==> src/rtl/ctsv_pkg.sv <==
// ==========================================================================
// Shared constants and carriers for the transformer-circuit supervisor
package ctsv_pkg;
  localparam int MAG_W = 16;
  // Magnitude scale: 1 LSB = 0.001 x nominal current
  localparam logic [MAG_W-1:0] UPPER_RST = 16'h04B0;
  localparam logic [MAG_W-1:0] LOWER_RST = 16'h0064;
  localparam logic [MAG_W-1:0] SUMDIFF_RST = 16'h0064;
  // Ratios are fractions of 256
  localparam logic [7:0] PRATIO_RST = 8'h80;
  localparam logic [7:0] SRATIO_RST = 8'h80;
  localparam logic [15:0] DELAY_RST = 16'h0064;
  localparam int RATIO_SHIFT = 8;
  localparam logic [23:0] PCT_FULL = 24'h000064;
  localparam logic [23:0] PCT_LOW = 24'h000061;
  localparam logic [23:0] PCT_HIGH = 24'h000067;
  // Parameter sets
  localparam int GROUPS = 8;
  localparam int GRP_W = 3;
  // Residual source and polarity codes
  localparam logic [1:0] RES_NONE = 2'h0;
  localparam logic [1:0] RES_ONE = 2'h1;
  localparam logic [1:0] RES_TWO = 2'h2;
  localparam logic POL_ADD = 1'b0;
  // Timing
  localparam int CLK_PERIOD_NS = 40;
  localparam int STAMP_RES_NS = 1000000;
  localparam int MS_CYCLES = STAMP_RES_NS / CLK_PERIOD_NS;
  // Register byte offsets
  localparam logic [11:0] OFS_CTRL = 12'h000;
  localparam logic [11:0] OFS_STATUS = 12'h004;
  localparam logic [11:0] OFS_IRQ_STAT = 12'h008;
  localparam logic [11:0] OFS_IRQ_MASK = 12'h00C;
  localparam logic [11:0] OFS_ALARM_CNT = 12'h010;
  localparam logic [11:0] OFS_BLOCK_CNT = 12'h014;
  localparam logic [11:0] OFS_CNT_CLR = 12'h018;
  localparam logic [11:0] OFS_TIME_MS = 12'h01C;
  localparam logic [11:0] OFS_SET_BASE = 12'h040;
  localparam logic [11:0] OFS_SET_END = 12'h140;
  localparam int SET_STRIDE_LSB = 5;
  // Field index inside one parameter set
  localparam logic [2:0] FLD_UPPER = 3'h0;
  localparam logic [2:0] FLD_LOWER = 3'h1;
  localparam logic [2:0] FLD_PRATIO = 3'h2;
  localparam logic [2:0] FLD_SRATIO = 3'h3;
  localparam logic [2:0] FLD_SUMDIFF = 3'h4;
  localparam logic [2:0] FLD_DELAY = 3'h5;
  // Control register fields
  localparam int CTRL_RES_LSB = 0;
  localparam int CTRL_POL_BIT = 2;
  localparam int CTRL_SUM_BIT = 3;
  // Interrupt / event bit positions
  localparam int EV_ALARM_ON = 0;
  localparam int EV_ALARM_OFF = 1;
  localparam int EV_BLOCK_ON = 2;
  localparam int EV_BLOCK_OFF = 3;
  localparam int EV_W = 4;

  typedef struct packed {
    logic [MAG_W-1:0] phase_a_current;
    logic [MAG_W-1:0] phase_b_current;
    logic [MAG_W-1:0] phase_c_current;
    logic [MAG_W-1:0] residual_input_one;
    logic [MAG_W-1:0] residual_input_two;
    logic [MAG_W-1:0] positive_sequence_current;
    logic [MAG_W-1:0] negative_sequence_current;
  } ctsv_meas_t;

  typedef struct packed {
    logic [EV_W-1:0] kind;
    logic [31:0] stamp;
  } ctsv_event_t;

  typedef enum logic [1:0] {
    ST_IDLE = 2'b00,
    ST_TIMING = 2'b01,
    ST_ALARM = 2'b11,
    ST_BLOCKED = 2'b10
  } ctsv_state_t;
endpackage

==> src/rtl/ctsv_top.sv <==
// Behaviour
// - Phase magnitudes always evaluated; residual path used only when enabled.
// - Blocking input and active set take effect while running.
// - Eight parameter sets, active one chosen by one group select input.
// - Stages: capture, comparison, block check, delay timer, outputs.
// - Any phase above upper threshold removes the alarm condition.
// - Needs one phase above and one phase below the lower threshold.
// - Smallest over largest phase must be below the phase ratio limit.
// - Negative over positive sequence must exceed the sequence ratio limit.
// - Optional: phase sum with residual must exceed summation limit.
// - Alarm only after the condition held for the whole delay.
// - Alarm and blocked outputs drive routing and user logic directly.
// - On and off events for both outputs with 1 ms stamps.
// - Cumulative alarm and blocked counters, each clearable by command.
// - Threshold release uses 97 % and 103 % hysteresis.
// - Residual source: 0 none, 1 first input, 2 second input.
// - Residual polarity in summation: 0 adds, 1 subtracts.
// - Magnitudes arrive with a strobe on a 5 ms base.
//
// Added by the designer: the register addresses and the APB register port.
`timescale 1ns/1ps
`default_nettype none
module ctsv_top
  import ctsv_pkg::*;
#(
  parameter int TICK_CYCLES = MS_CYCLES
)(
  input wire logic CLK,
  input wire logic SYS_RST,
  input wire logic PSEL,
  input wire logic PENABLE,
  input wire logic PWRITE,
  input wire logic [11:0] PADDR,
  input wire logic [31:0] PWDATA,
  output logic [31:0] PRDATA,
  output logic PREADY,
  output logic PSLVERR,
  input wire logic MEAS_VALID,
  input wire ctsv_meas_t MEAS,
  input wire logic BLOCK_IN,
  input wire logic [GRP_W-1:0] GROUP_SEL,
  output logic ALARM,
  output logic BLOCKED,
  output logic EVT_VALID,
  output ctsv_event_t EVT,
  output logic IRQ
);
  // ========================================================================
  // Helpers
  function automatic logic set_field_ok(input logic [11:0] a);
    logic [11:0] ofs;
    ofs = a - OFS_SET_BASE;
    return (a >= OFS_SET_BASE) && (a < OFS_SET_END) && (ofs[4:2] <= FLD_DELAY)
      && (a[1:0] == 2'h0);
  endfunction

  // Set when above thr, released below 97 % of thr
  function automatic logic hyst_above(input logic prev, input logic [MAG_W-1:0] m,
                                      input logic [MAG_W-1:0] thr);
    if (m > thr)
      return 1'b1;
    else if (24'(m) * PCT_FULL < 24'(thr) * PCT_LOW)
      return 1'b0;
    return prev;
  endfunction

  // Set when below thr, released above 103 % of thr
  function automatic logic hyst_below(input logic prev, input logic [MAG_W-1:0] m,
                                      input logic [MAG_W-1:0] thr);
    if (m < thr)
      return 1'b1;
    else if (24'(m) * PCT_FULL > 24'(thr) * PCT_HIGH)
      return 1'b0;
    return prev;
  endfunction

  // ========================================================================
  // Register bus
  logic wr_acc;
  logic [11:0] set_ofs;
  logic [GRP_W-1:0] wr_grp;
  logic [2:0] wr_fld;
  logic addr_ok;
  logic [3:0] ctrl_reg;
  logic [EV_W-1:0] irq_stat_reg;
  logic [EV_W-1:0] irq_mask_reg;
  logic [31:0] alarm_cnt_reg;
  logic [31:0] block_cnt_reg;
  logic [31:0] ms_count_reg;
  logic [MAG_W-1:0] upper_mem [GROUPS];
  logic [MAG_W-1:0] lower_mem [GROUPS];
  logic [7:0] pratio_mem [GROUPS];
  logic [7:0] sratio_mem [GROUPS];
  logic [MAG_W-1:0] sumdiff_mem [GROUPS];
  logic [15:0] delay_mem [GROUPS];
  ctsv_state_t state_reg;
  ctsv_state_t state_next;
  logic cond_reg;
  logic [GRP_W-1:0] grp_reg;

  assign set_ofs = PADDR - OFS_SET_BASE;
  assign wr_grp = set_ofs[SET_STRIDE_LSB +: GRP_W];
  assign wr_fld = set_ofs[4:2];
  assign addr_ok = set_field_ok(PADDR) || (PADDR inside {OFS_CTRL, OFS_STATUS,
    OFS_IRQ_STAT, OFS_IRQ_MASK, OFS_ALARM_CNT, OFS_BLOCK_CNT, OFS_CNT_CLR, OFS_TIME_MS});
  assign wr_acc = PSEL && PENABLE && PWRITE;
  // Zero wait states keeps the bus simple; error only for unmapped words
  assign PREADY = 1'b1;
  assign PSLVERR = PSEL && PENABLE && !addr_ok;

  // Read mux
  always_comb
  begin
    PRDATA = 32'h0000_0000;
    if (set_field_ok(PADDR))
    begin
      unique case (wr_fld)
        FLD_UPPER: PRDATA = {16'h0000, upper_mem[wr_grp]};
        FLD_LOWER: PRDATA = {16'h0000, lower_mem[wr_grp]};
        FLD_PRATIO: PRDATA = {24'h000000, pratio_mem[wr_grp]};
        FLD_SRATIO: PRDATA = {24'h000000, sratio_mem[wr_grp]};
        FLD_SUMDIFF: PRDATA = {16'h0000, sumdiff_mem[wr_grp]};
        default: PRDATA = {16'h0000, delay_mem[wr_grp]};
      endcase
    end
    else
    begin
      unique case (PADDR)
        OFS_CTRL: PRDATA = {28'h0000000, ctrl_reg};
        OFS_STATUS: PRDATA = {24'h000000, grp_reg, state_reg, cond_reg, BLOCKED, ALARM};
        OFS_IRQ_STAT: PRDATA = {28'h0000000, irq_stat_reg};
        OFS_IRQ_MASK: PRDATA = {28'h0000000, irq_mask_reg};
        OFS_ALARM_CNT: PRDATA = alarm_cnt_reg;
        OFS_BLOCK_CNT: PRDATA = block_cnt_reg;
        OFS_TIME_MS: PRDATA = ms_count_reg;
        default: PRDATA = 32'h0000_0000;
      endcase
    end
  end

  // Control and mask registers
  always_ff @(posedge CLK)
  begin
    if (SYS_RST)
    begin
      ctrl_reg <= 4'h0;
      irq_mask_reg <= 4'h0;
    end
    else if (wr_acc && PADDR == OFS_CTRL)
      ctrl_reg <= PWDATA[3:0];
    else if (wr_acc && PADDR == OFS_IRQ_MASK)
      irq_mask_reg <= PWDATA[EV_W-1:0];
  end

  // Eight parameter sets, editable while the function runs
  always_ff @(posedge CLK)
  begin
    if (SYS_RST)
    begin
      for (int g = 0; g < GROUPS; g++)
      begin
        upper_mem[g] <= UPPER_RST;
        lower_mem[g] <= LOWER_RST;
        pratio_mem[g] <= PRATIO_RST;
        sratio_mem[g] <= SRATIO_RST;
        sumdiff_mem[g] <= SUMDIFF_RST;
        delay_mem[g] <= DELAY_RST;
      end
    end
    else if (wr_acc && set_field_ok(PADDR))
    begin
      unique case (wr_fld)
        FLD_UPPER: upper_mem[wr_grp] <= PWDATA[MAG_W-1:0];
        FLD_LOWER: lower_mem[wr_grp] <= PWDATA[MAG_W-1:0];
        FLD_PRATIO: pratio_mem[wr_grp] <= PWDATA[7:0];
        FLD_SRATIO: sratio_mem[wr_grp] <= PWDATA[7:0];
        FLD_SUMDIFF: sumdiff_mem[wr_grp] <= PWDATA[MAG_W-1:0];
        default: delay_mem[wr_grp] <= PWDATA[15:0];
      endcase
    end
  end

  // ========================================================================
  // Millisecond time base for stamps and the delay timer
  logic [$clog2(TICK_CYCLES)-1:0] pre_reg;
  logic ms_tick;
  assign ms_tick = (pre_reg == ($clog2(TICK_CYCLES))'(TICK_CYCLES - 1));

  always_ff @(posedge CLK)
  begin
    if (SYS_RST)
    begin
      pre_reg <= '0;
      ms_count_reg <= 32'h0000_0000;
    end
    else if (ms_tick)
    begin
      pre_reg <= '0;
      ms_count_reg <= ms_count_reg + 32'h0000_0001;
    end
    else
      pre_reg <= pre_reg + 1'b1;
  end

  // ========================================================================
  // Stage 1: capture a measurement set and pick the residual source
  ctsv_meas_t meas_reg;
  logic [MAG_W-1:0] res_mag_reg;
  logic s1_valid_reg;

  always_ff @(posedge CLK)
  begin
    if (SYS_RST)
    begin
      meas_reg <= '0;
      res_mag_reg <= '0;
      s1_valid_reg <= 1'b0;
      grp_reg <= '0;
    end
    else
    begin
      s1_valid_reg <= MEAS_VALID;
      if (MEAS_VALID)
      begin
        meas_reg <= MEAS;
        grp_reg <= GROUP_SEL;
        unique case (ctrl_reg[CTRL_RES_LSB +: 2])
          RES_ONE: res_mag_reg <= MEAS.residual_input_one;
          RES_TWO: res_mag_reg <= MEAS.residual_input_two;
          default: res_mag_reg <= '0;
        endcase
      end
    end
  end

  // ========================================================================
  // Stage 2: threshold comparators with release hysteresis
  logic [MAG_W-1:0] ph [3];
  logic [MAG_W-1:0] ph_max;
  logic [MAG_W-1:0] ph_min;
  logic [2:0] over_upper_reg;
  logic [2:0] above_lower_reg;
  logic [2:0] below_lower_reg;
  logic ratio_ok_reg;
  logic seq_ok_reg;
  logic sum_ok_reg;
  logic s2_valid_reg;
  logic signed [MAG_W+2:0] sum_val;
  logic [MAG_W+2:0] sum_abs;

  assign ph[0] = meas_reg.phase_a_current;
  assign ph[1] = meas_reg.phase_b_current;
  assign ph[2] = meas_reg.phase_c_current;
  assign ph_max = (ph[0] > ph[1]) ? ((ph[0] > ph[2]) ? ph[0] : ph[2])
                                  : ((ph[1] > ph[2]) ? ph[1] : ph[2]);
  assign ph_min = (ph[0] < ph[1]) ? ((ph[0] < ph[2]) ? ph[0] : ph[2])
                                  : ((ph[1] < ph[2]) ? ph[1] : ph[2]);
  // Residual sign by polarity setting
  assign sum_val = (MAG_W+3)'(ph[0]) + (MAG_W+3)'(ph[1]) + (MAG_W+3)'(ph[2])
    + ((ctrl_reg[CTRL_POL_BIT] == POL_ADD) ? (MAG_W+3)'(res_mag_reg)
                                          : -(MAG_W+3)'(res_mag_reg));
  assign sum_abs = sum_val[MAG_W+2] ? (MAG_W+3)'(-sum_val) : (MAG_W+3)'(sum_val);

  genvar gi;
  generate
    for (gi = 0; gi < 3; gi++)
    begin : g_phase
      always_ff @(posedge CLK)
      begin
        if (SYS_RST)
        begin
          over_upper_reg[gi] <= 1'b0;
          above_lower_reg[gi] <= 1'b0;
          below_lower_reg[gi] <= 1'b0;
        end
        else if (s1_valid_reg)
        begin
          over_upper_reg[gi] <= hyst_above(over_upper_reg[gi], ph[gi], upper_mem[grp_reg]);
          above_lower_reg[gi] <= hyst_above(above_lower_reg[gi], ph[gi], lower_mem[grp_reg]);
          below_lower_reg[gi] <= hyst_below(below_lower_reg[gi], ph[gi], lower_mem[grp_reg]);
        end
      end
    end
  endgenerate

  // Ratio and summation comparisons, no division needed
  always_ff @(posedge CLK)
  begin
    if (SYS_RST)
    begin
      ratio_ok_reg <= 1'b0;
      seq_ok_reg <= 1'b0;
      sum_ok_reg <= 1'b0;
      s2_valid_reg <= 1'b0;
    end
    else
    begin
      s2_valid_reg <= s1_valid_reg;
      if (s1_valid_reg)
      begin
        ratio_ok_reg <= (24'(ph_min) << RATIO_SHIFT)
          < 24'(pratio_mem[grp_reg]) * 24'(ph_max);
        seq_ok_reg <= (24'(meas_reg.negative_sequence_current) << RATIO_SHIFT)
          > 24'(sratio_mem[grp_reg]) * 24'(meas_reg.positive_sequence_current);
        sum_ok_reg <= !ctrl_reg[CTRL_SUM_BIT]
          || (sum_abs > (MAG_W+3)'(sumdiff_mem[grp_reg]));
      end
    end
  end

  // ========================================================================
  // Stage 3: combined condition, held between measurement sets
  always_ff @(posedge CLK)
  begin
    if (SYS_RST)
      cond_reg <= 1'b0;
    else if (s2_valid_reg)
      cond_reg <= !(|over_upper_reg) && (|above_lower_reg) && (|below_lower_reg)
        && ratio_ok_reg && seq_ok_reg && sum_ok_reg;
  end

  // ========================================================================
  // Stage 4: block check and delay timer
  logic [15:0] timer_reg;
  logic [15:0] act_delay;
  assign act_delay = delay_mem[grp_reg];

  always_comb
  begin
    state_next = state_reg;
    unique case (state_reg)
      ST_IDLE:
        if (BLOCK_IN)
          state_next = ST_BLOCKED;
        else if (cond_reg)
          state_next = (act_delay == 16'h0000) ? ST_ALARM : ST_TIMING;
      ST_TIMING:
        if (BLOCK_IN)
          state_next = ST_BLOCKED;
        else if (!cond_reg)
          state_next = ST_IDLE;
        else if (ms_tick && timer_reg + 16'h0001 >= act_delay)
          state_next = ST_ALARM;
      ST_ALARM:
        if (BLOCK_IN)
          state_next = ST_BLOCKED;
        else if (!cond_reg)
          state_next = ST_IDLE;
      ST_BLOCKED:
        if (!BLOCK_IN)
          state_next = ST_IDLE;
    endcase
  end

  always_ff @(posedge CLK)
  begin
    if (SYS_RST)
    begin
      state_reg <= ST_IDLE;
      timer_reg <= 16'h0000;
    end
    else
    begin
      state_reg <= state_next;
      // Timer restarts whenever the timing state is left or not yet entered
      if (state_next != ST_TIMING || state_reg != ST_TIMING)
        timer_reg <= 16'h0000;
      else if (ms_tick)
        timer_reg <= timer_reg + 16'h0001;
    end
  end

  // ========================================================================
  // Stage 5: outputs, events, counters, interrupts
  logic alarm_next;
  logic blocked_next;
  logic [EV_W-1:0] ev_set;
  logic clr_wr;
  assign alarm_next = (state_next == ST_ALARM);
  assign blocked_next = (state_next == ST_BLOCKED);
  assign ev_set = {BLOCKED & !blocked_next, !BLOCKED & blocked_next,
                   ALARM & !alarm_next, !ALARM & alarm_next};
  assign clr_wr = wr_acc && PADDR == OFS_CNT_CLR;

  always_ff @(posedge CLK)
  begin
    if (SYS_RST)
    begin
      ALARM <= 1'b0;
      BLOCKED <= 1'b0;
      EVT_VALID <= 1'b0;
      EVT <= '0;
    end
    else
    begin
      ALARM <= alarm_next;
      BLOCKED <= blocked_next;
      EVT_VALID <= |ev_set;
      EVT <= '{kind: ev_set, stamp: ms_count_reg};
    end
  end

  // A count landing with a clear still counts
  always_ff @(posedge CLK)
  begin
    if (SYS_RST)
    begin
      alarm_cnt_reg <= 32'h0000_0000;
      block_cnt_reg <= 32'h0000_0000;
    end
    else
    begin
      if (ev_set[EV_ALARM_ON])
        alarm_cnt_reg <= (clr_wr && PWDATA[0]) ? 32'h0000_0001 : alarm_cnt_reg + 32'h0000_0001;
      else if (clr_wr && PWDATA[0])
        alarm_cnt_reg <= 32'h0000_0000;
      if (ev_set[EV_BLOCK_ON])
        block_cnt_reg <= (clr_wr && PWDATA[1]) ? 32'h0000_0001 : block_cnt_reg + 32'h0000_0001;
      else if (clr_wr && PWDATA[1])
        block_cnt_reg <= 32'h0000_0000;
    end
  end

  // Sticky status, write one to clear, new event wins
  always_ff @(posedge CLK)
  begin
    if (SYS_RST)
      irq_stat_reg <= 4'h0;
    else if (wr_acc && PADDR == OFS_IRQ_STAT)
      irq_stat_reg <= (irq_stat_reg & ~PWDATA[EV_W-1:0]) | ev_set;
    else
      irq_stat_reg <= irq_stat_reg | ev_set;
  end

  assign IRQ = |(irq_stat_reg & irq_mask_reg);
endmodule
`default_nettype wire

==> config.mk <==
export PLATFORM = sky130hd
export DESIGN_NAME = ctsv_top
export DESIGN_NICKNAME = d
export VERILOG_FILES = /design/src/rtl/ctsv_pkg.sv /design/src/rtl/ctsv_top.sv
export SDC_FILE = /design/constraint.sdc
export NUM_CORES = 2
export LEC_CHECK = 0
export BUFFER_PORTS_ARGS = -buffer_cell sky130_fd_sc_hd__buf_4
export CAP_MARGIN = 20
export CELL_PAD_IN_SITES_DETAIL_PLACEMENT = 1
export CELL_PAD_IN_SITES_GLOBAL_PLACEMENT = 2
export CORE_MARGIN = 2
export CORE_UTILIZATION = 39
export DETAILED_ROUTE_END_ITERATION = 12
export GPL_TIMING_DRIVEN = 0
export HOLD_SLACK_MARGIN = 0.02
export PLACE_DENSITY_LB_ADDON = 0.05
export SETUP_SLACK_MARGIN = 0.1
export SLEW_MARGIN = 20
export SYNTH_ARGS = -nofsm -noshare
export SYNTH_HDL_FRONTEND = slang
export SYNTH_SLANG_ARGS = --single-unit
==> constraint.sdc <==
create_clock -name CLK -period 18.1 [get_ports CLK]
set_clock_uncertainty 0.05 [all_clocks]
set_input_delay 1.81 -clock CLK [delete_from_list [all_inputs] [get_ports CLK]]
set_output_delay 1.81 -clock CLK [all_outputs]
set_load 0.01 [all_outputs]
==> metrics.md <==
| Metric | Value |
|---|---|
| Run status | `completed` |
| Sequential share of the synthesized area | `about 33%` |
| Initial antenna violation count | `18` |
| Largest net degree at the start of global routing | `17` |
| Total Routed Length | `309000 um` |
| Vias in the first global route | `around 60000` |
| Die H | `444 um` |
| Post-synthesis async set-or-reset flop share | `0%` |
| Area growth from synthesis to final layout | `12.7%` |
| Dominant cells by area after synthesis | `sky130_fd_sc_hd__edfxtp_1 25%, sky130_fd_sc_hd__ha_1 14%, sky130_fd_sc_hd__mux4_2 9.6%` |
| CTS Sinks | `roughly 940` |
| Post-CTS setup-driven buffer insertion count | `0` |
| Number of synthesized register bits | `937` |
| Residual DRC | `0` |
| Worst slew margin relative to its limit | `between 10 and 15%` |
| Post-Synth Adder-Cell Area | `21.6%` |
| Post-synthesis average cell area | `10.7 um^2` |
| Time the final worst path needs with I/O delays and setup | `11.99 ns` |
| Endpoint type of the worst setup path | `flop` |
| Max frequency | `83.4 MHz` |
| Quantity of hold-fixing buffers added after cts | `0` |
| Post-synthesis share of cell area spent on and, or, nand and nor gates | `15.1%` |
| Power Density | `137 nW/um^2` |
| Peak supply drop | `between 0.0001 and 0.00015 V` |
| Unrepaired setup endpoints after global routing | `no` |
| Final number of setup-violating endpoints | `0` |
| Layer with the highest usage after global routing | `met2` |
| WP data arrival | `~13 ns` |
| Setup_tns | `0 ns` |
| Area fraction of the dominant cell type after synthesis | `25.5%` |
| Wire length per cell after detailed routing | `approximately 31 um` |
| Type of the tightest min-delay check | `flop to flop` |
| Max Cap Violations | `0` |
| Gates resized, CTS repair | `0` |
| Highest-count cells in the layout ignoring fill and taps | `849 x sky130_fd_sc_hd__ha_1, 640 x sky130_fd_sc_hd__edfxtp_1, 611 x sky130_fd_sc_hd__inv_1` |
| Synth warnings | `0` |
| Number of H-tree levels | `3` |
| Top fanout value on the critical path | `10` |
| Kind of start point of the critical path | `flop` |
| TritonCTS Buffers | `approximately 110` |
| CP max stage cell | `sky130_fd_sc_hd__clkbuf_1` |
| Number of rows in the core area | `161` |
| Count of flip-flops with a built-in enable after synthesis | `640` |
| Worst hold slack after final layout | `0.422 ns` |
| Leading area contributor after synthesis | `sky130_fd_sc_hd__edfxtp_1` |
| Root Buffer | `sky130_fd_sc_hd__clkbuf_16` |
| Routability Congestion | `0.937` |
| Die extent in x | `between 400 and 500 um` |
| Critical path class | `flop to flop` |
| Congestion Overflow GR | `0` |
| Mux cell area share after synthesis | `13.1%` |
| TritonCTS clock tree | `built` |
| Most frequent standard cell in the layout excluding fill and tap cells | `sky130_fd_sc_hd__ha_1` |
| Placed wire-length estimate after detailed placement | `242000 um` |
| Global Route met2 Usage | `51.2%` |
| Measured slew at the worst slew-check pin | `1.29 ns` |
| Combinational family with the most area after synthesis | `adder cells` |
| Leakage | `36.1 nW` |
| I/O Pins | `240` |
| Clock-pin slew on the worst setup and hold paths | `0.06 ns` |
| Number of port buffers | `216` |
| Most frequently used flop master after synthesis | `sky130_fd_sc_hd__edfxtp_1` |
| Placed Instance Area | `81600 um^2` |
| Number of endpoints with negative hold slack in the final report | `0` |
| Post-synth cell types | `82` |
| Non-Filler Cell Area, Final | `85100 um^2` |
| Count of mapped cells out of synthesis | `roughly 7100` |
| Die area | `197000 um^2` |
| Share of cells above drive strength 1 | `13.1%` |
| Combined global-route utilization of all metal layers | `30.9%` |
| Clk_lat worst skew | `0.79 ns` |
| Final nets | `between 8000 and 9000` |
| Required time reported for the critical path endpoint | `18.68 ns` |
| Share of the clock period used by the worst path | `66.2%` |
| Total standard cell area after synthesis | `around 75000 um^2` |
| Global-route track usage on met1 | `around 40%` |
| Xor/xnor cell area share of the yosys netlist | `3.27%` |
| Placeable core region | `192000 um^2` |
| Count of pins over their slew limit | `0` |
| Synth Area in Compound Gates | `8.65%` |
| Global-route wire length before repair | `around 440000 um` |
| Starting density of the core | `39.2%` |
| Remaining antenna violation count after routing | `0` |
| Iteration-0 DRC Markers | `4850` |
| Vias | `between 50000 and 60000` |
| Filler cell count in the final layout | `21026` |
| Delay of the slowest cell on the worst path | `0.86 ns` |
| Via/cell ratio | `between 5 and 6` |
| Maximum number of buffers from clock root to sink | `3` |
| First-pass iteration count of the detailed router | `6` |
| Post-Syn Nets | `8353` |
| Final design utilization | `44.2%` |
| Met3 routing resource usage after global routing | `5.17%` |
layout make-up:
cell class,instances,area (um^2),area share [%]
well taps,2526,3160,3.72
diodes,9,22.5,0.0265
flip-flops and latches,937,25200,29.6
clock buffers,135,2820,3.32
plain buffers,361,1490,1.75
clock inverters,60,567,0.666
inverters,611,2290,2.70
multi-input cells,5144,47000,55.3
repair buffers,277,2500,2.94
worst paths after layout:
check / startpoint / endpoint / slack, ns / cells after the start
worst min register to register: pre_reg[0] / pre_reg[0] / 0.42 / 1
worst min-delay path: pre_reg[0] / pre_reg[0] / 0.42 / 1
worst max-delay path: flop / below_lower_reg[0] / 6.11 / 30
worst max register to register: flop / below_lower_reg[0] / 6.11 / 30
cells by family (layout without fill, tap and decap cells):
group	Yosys count	after routing
fa+ha+maj	1134	1134
buf+inv	972	1444
compound gates	984	984
xor+xnor	282	282
flops	937	937
other cells	1	10
mux	581	581
simple gates	2162	2162
layer usage:
layer / up-vias / wire length [um]
met5: - / 89
met4: 9 / 15800
met3: 547 / 20600
met2: 2195 / 146000
met1: 30451 / 126000
li1: 26142 / -
Yosys cell counts (all sizes together) (26+ instances only):
cell,number
ha,849
edfxtp,640
inv,611
and2,557
nor2,542
mux4,322
dfxtp,297
clkbuf,291
fa,285
nand2,265
mux2i,247
a21oi,234
o21ai,199
or3,162
a21o,160
xor2,153
nor2b,141
xnor2,129
nand3,116
nand4,93
nor3,77
buf,70
o22ai,69
nand2b,66
and3,46
o21a,44
or2,35
a222oi,28
a211oi,26
power breakdown:
group	switching (mW)	leakage (nW)	internal [mW]
logic	4.25	25.9	2.73
clock network	0.974	1.65	1.20
registers	0.102	8.56	2.37
total	5.33	36.1	6.31
worst max-delay path, delay by kind of cell (launching register included):
| kind | cells | cell delay (ns) |
|---|---|---|
| DFF | 1 | 0.69 |
| AOI/OAI and AO/OA | 8 | 1.67 |
| muxes | 2 | 1.21 |
| and+or+nand+nor | 6 | 1.68 |
| adders and majority gates | 6 | 2.53 |
| buffers and inverters | 7 | 3.42 |
| xor gates and xnor gates | 1 | 0.53 |
per-stage QoR:
step | setup WS, ns | instances | total power [mW]
floorplan | 9.56 | 7053 | 7.19
global placement | 5.32 | 9795 | 9.22
detailed placement | 6.14 | 9853 | 9.45
CTS | 6.08 | 10048 | 11.7
global route | 5.64 | 10053 | 12.6
finish | 6.11 | 10060 | 11.6
Power figures use the tool's default switching activity.
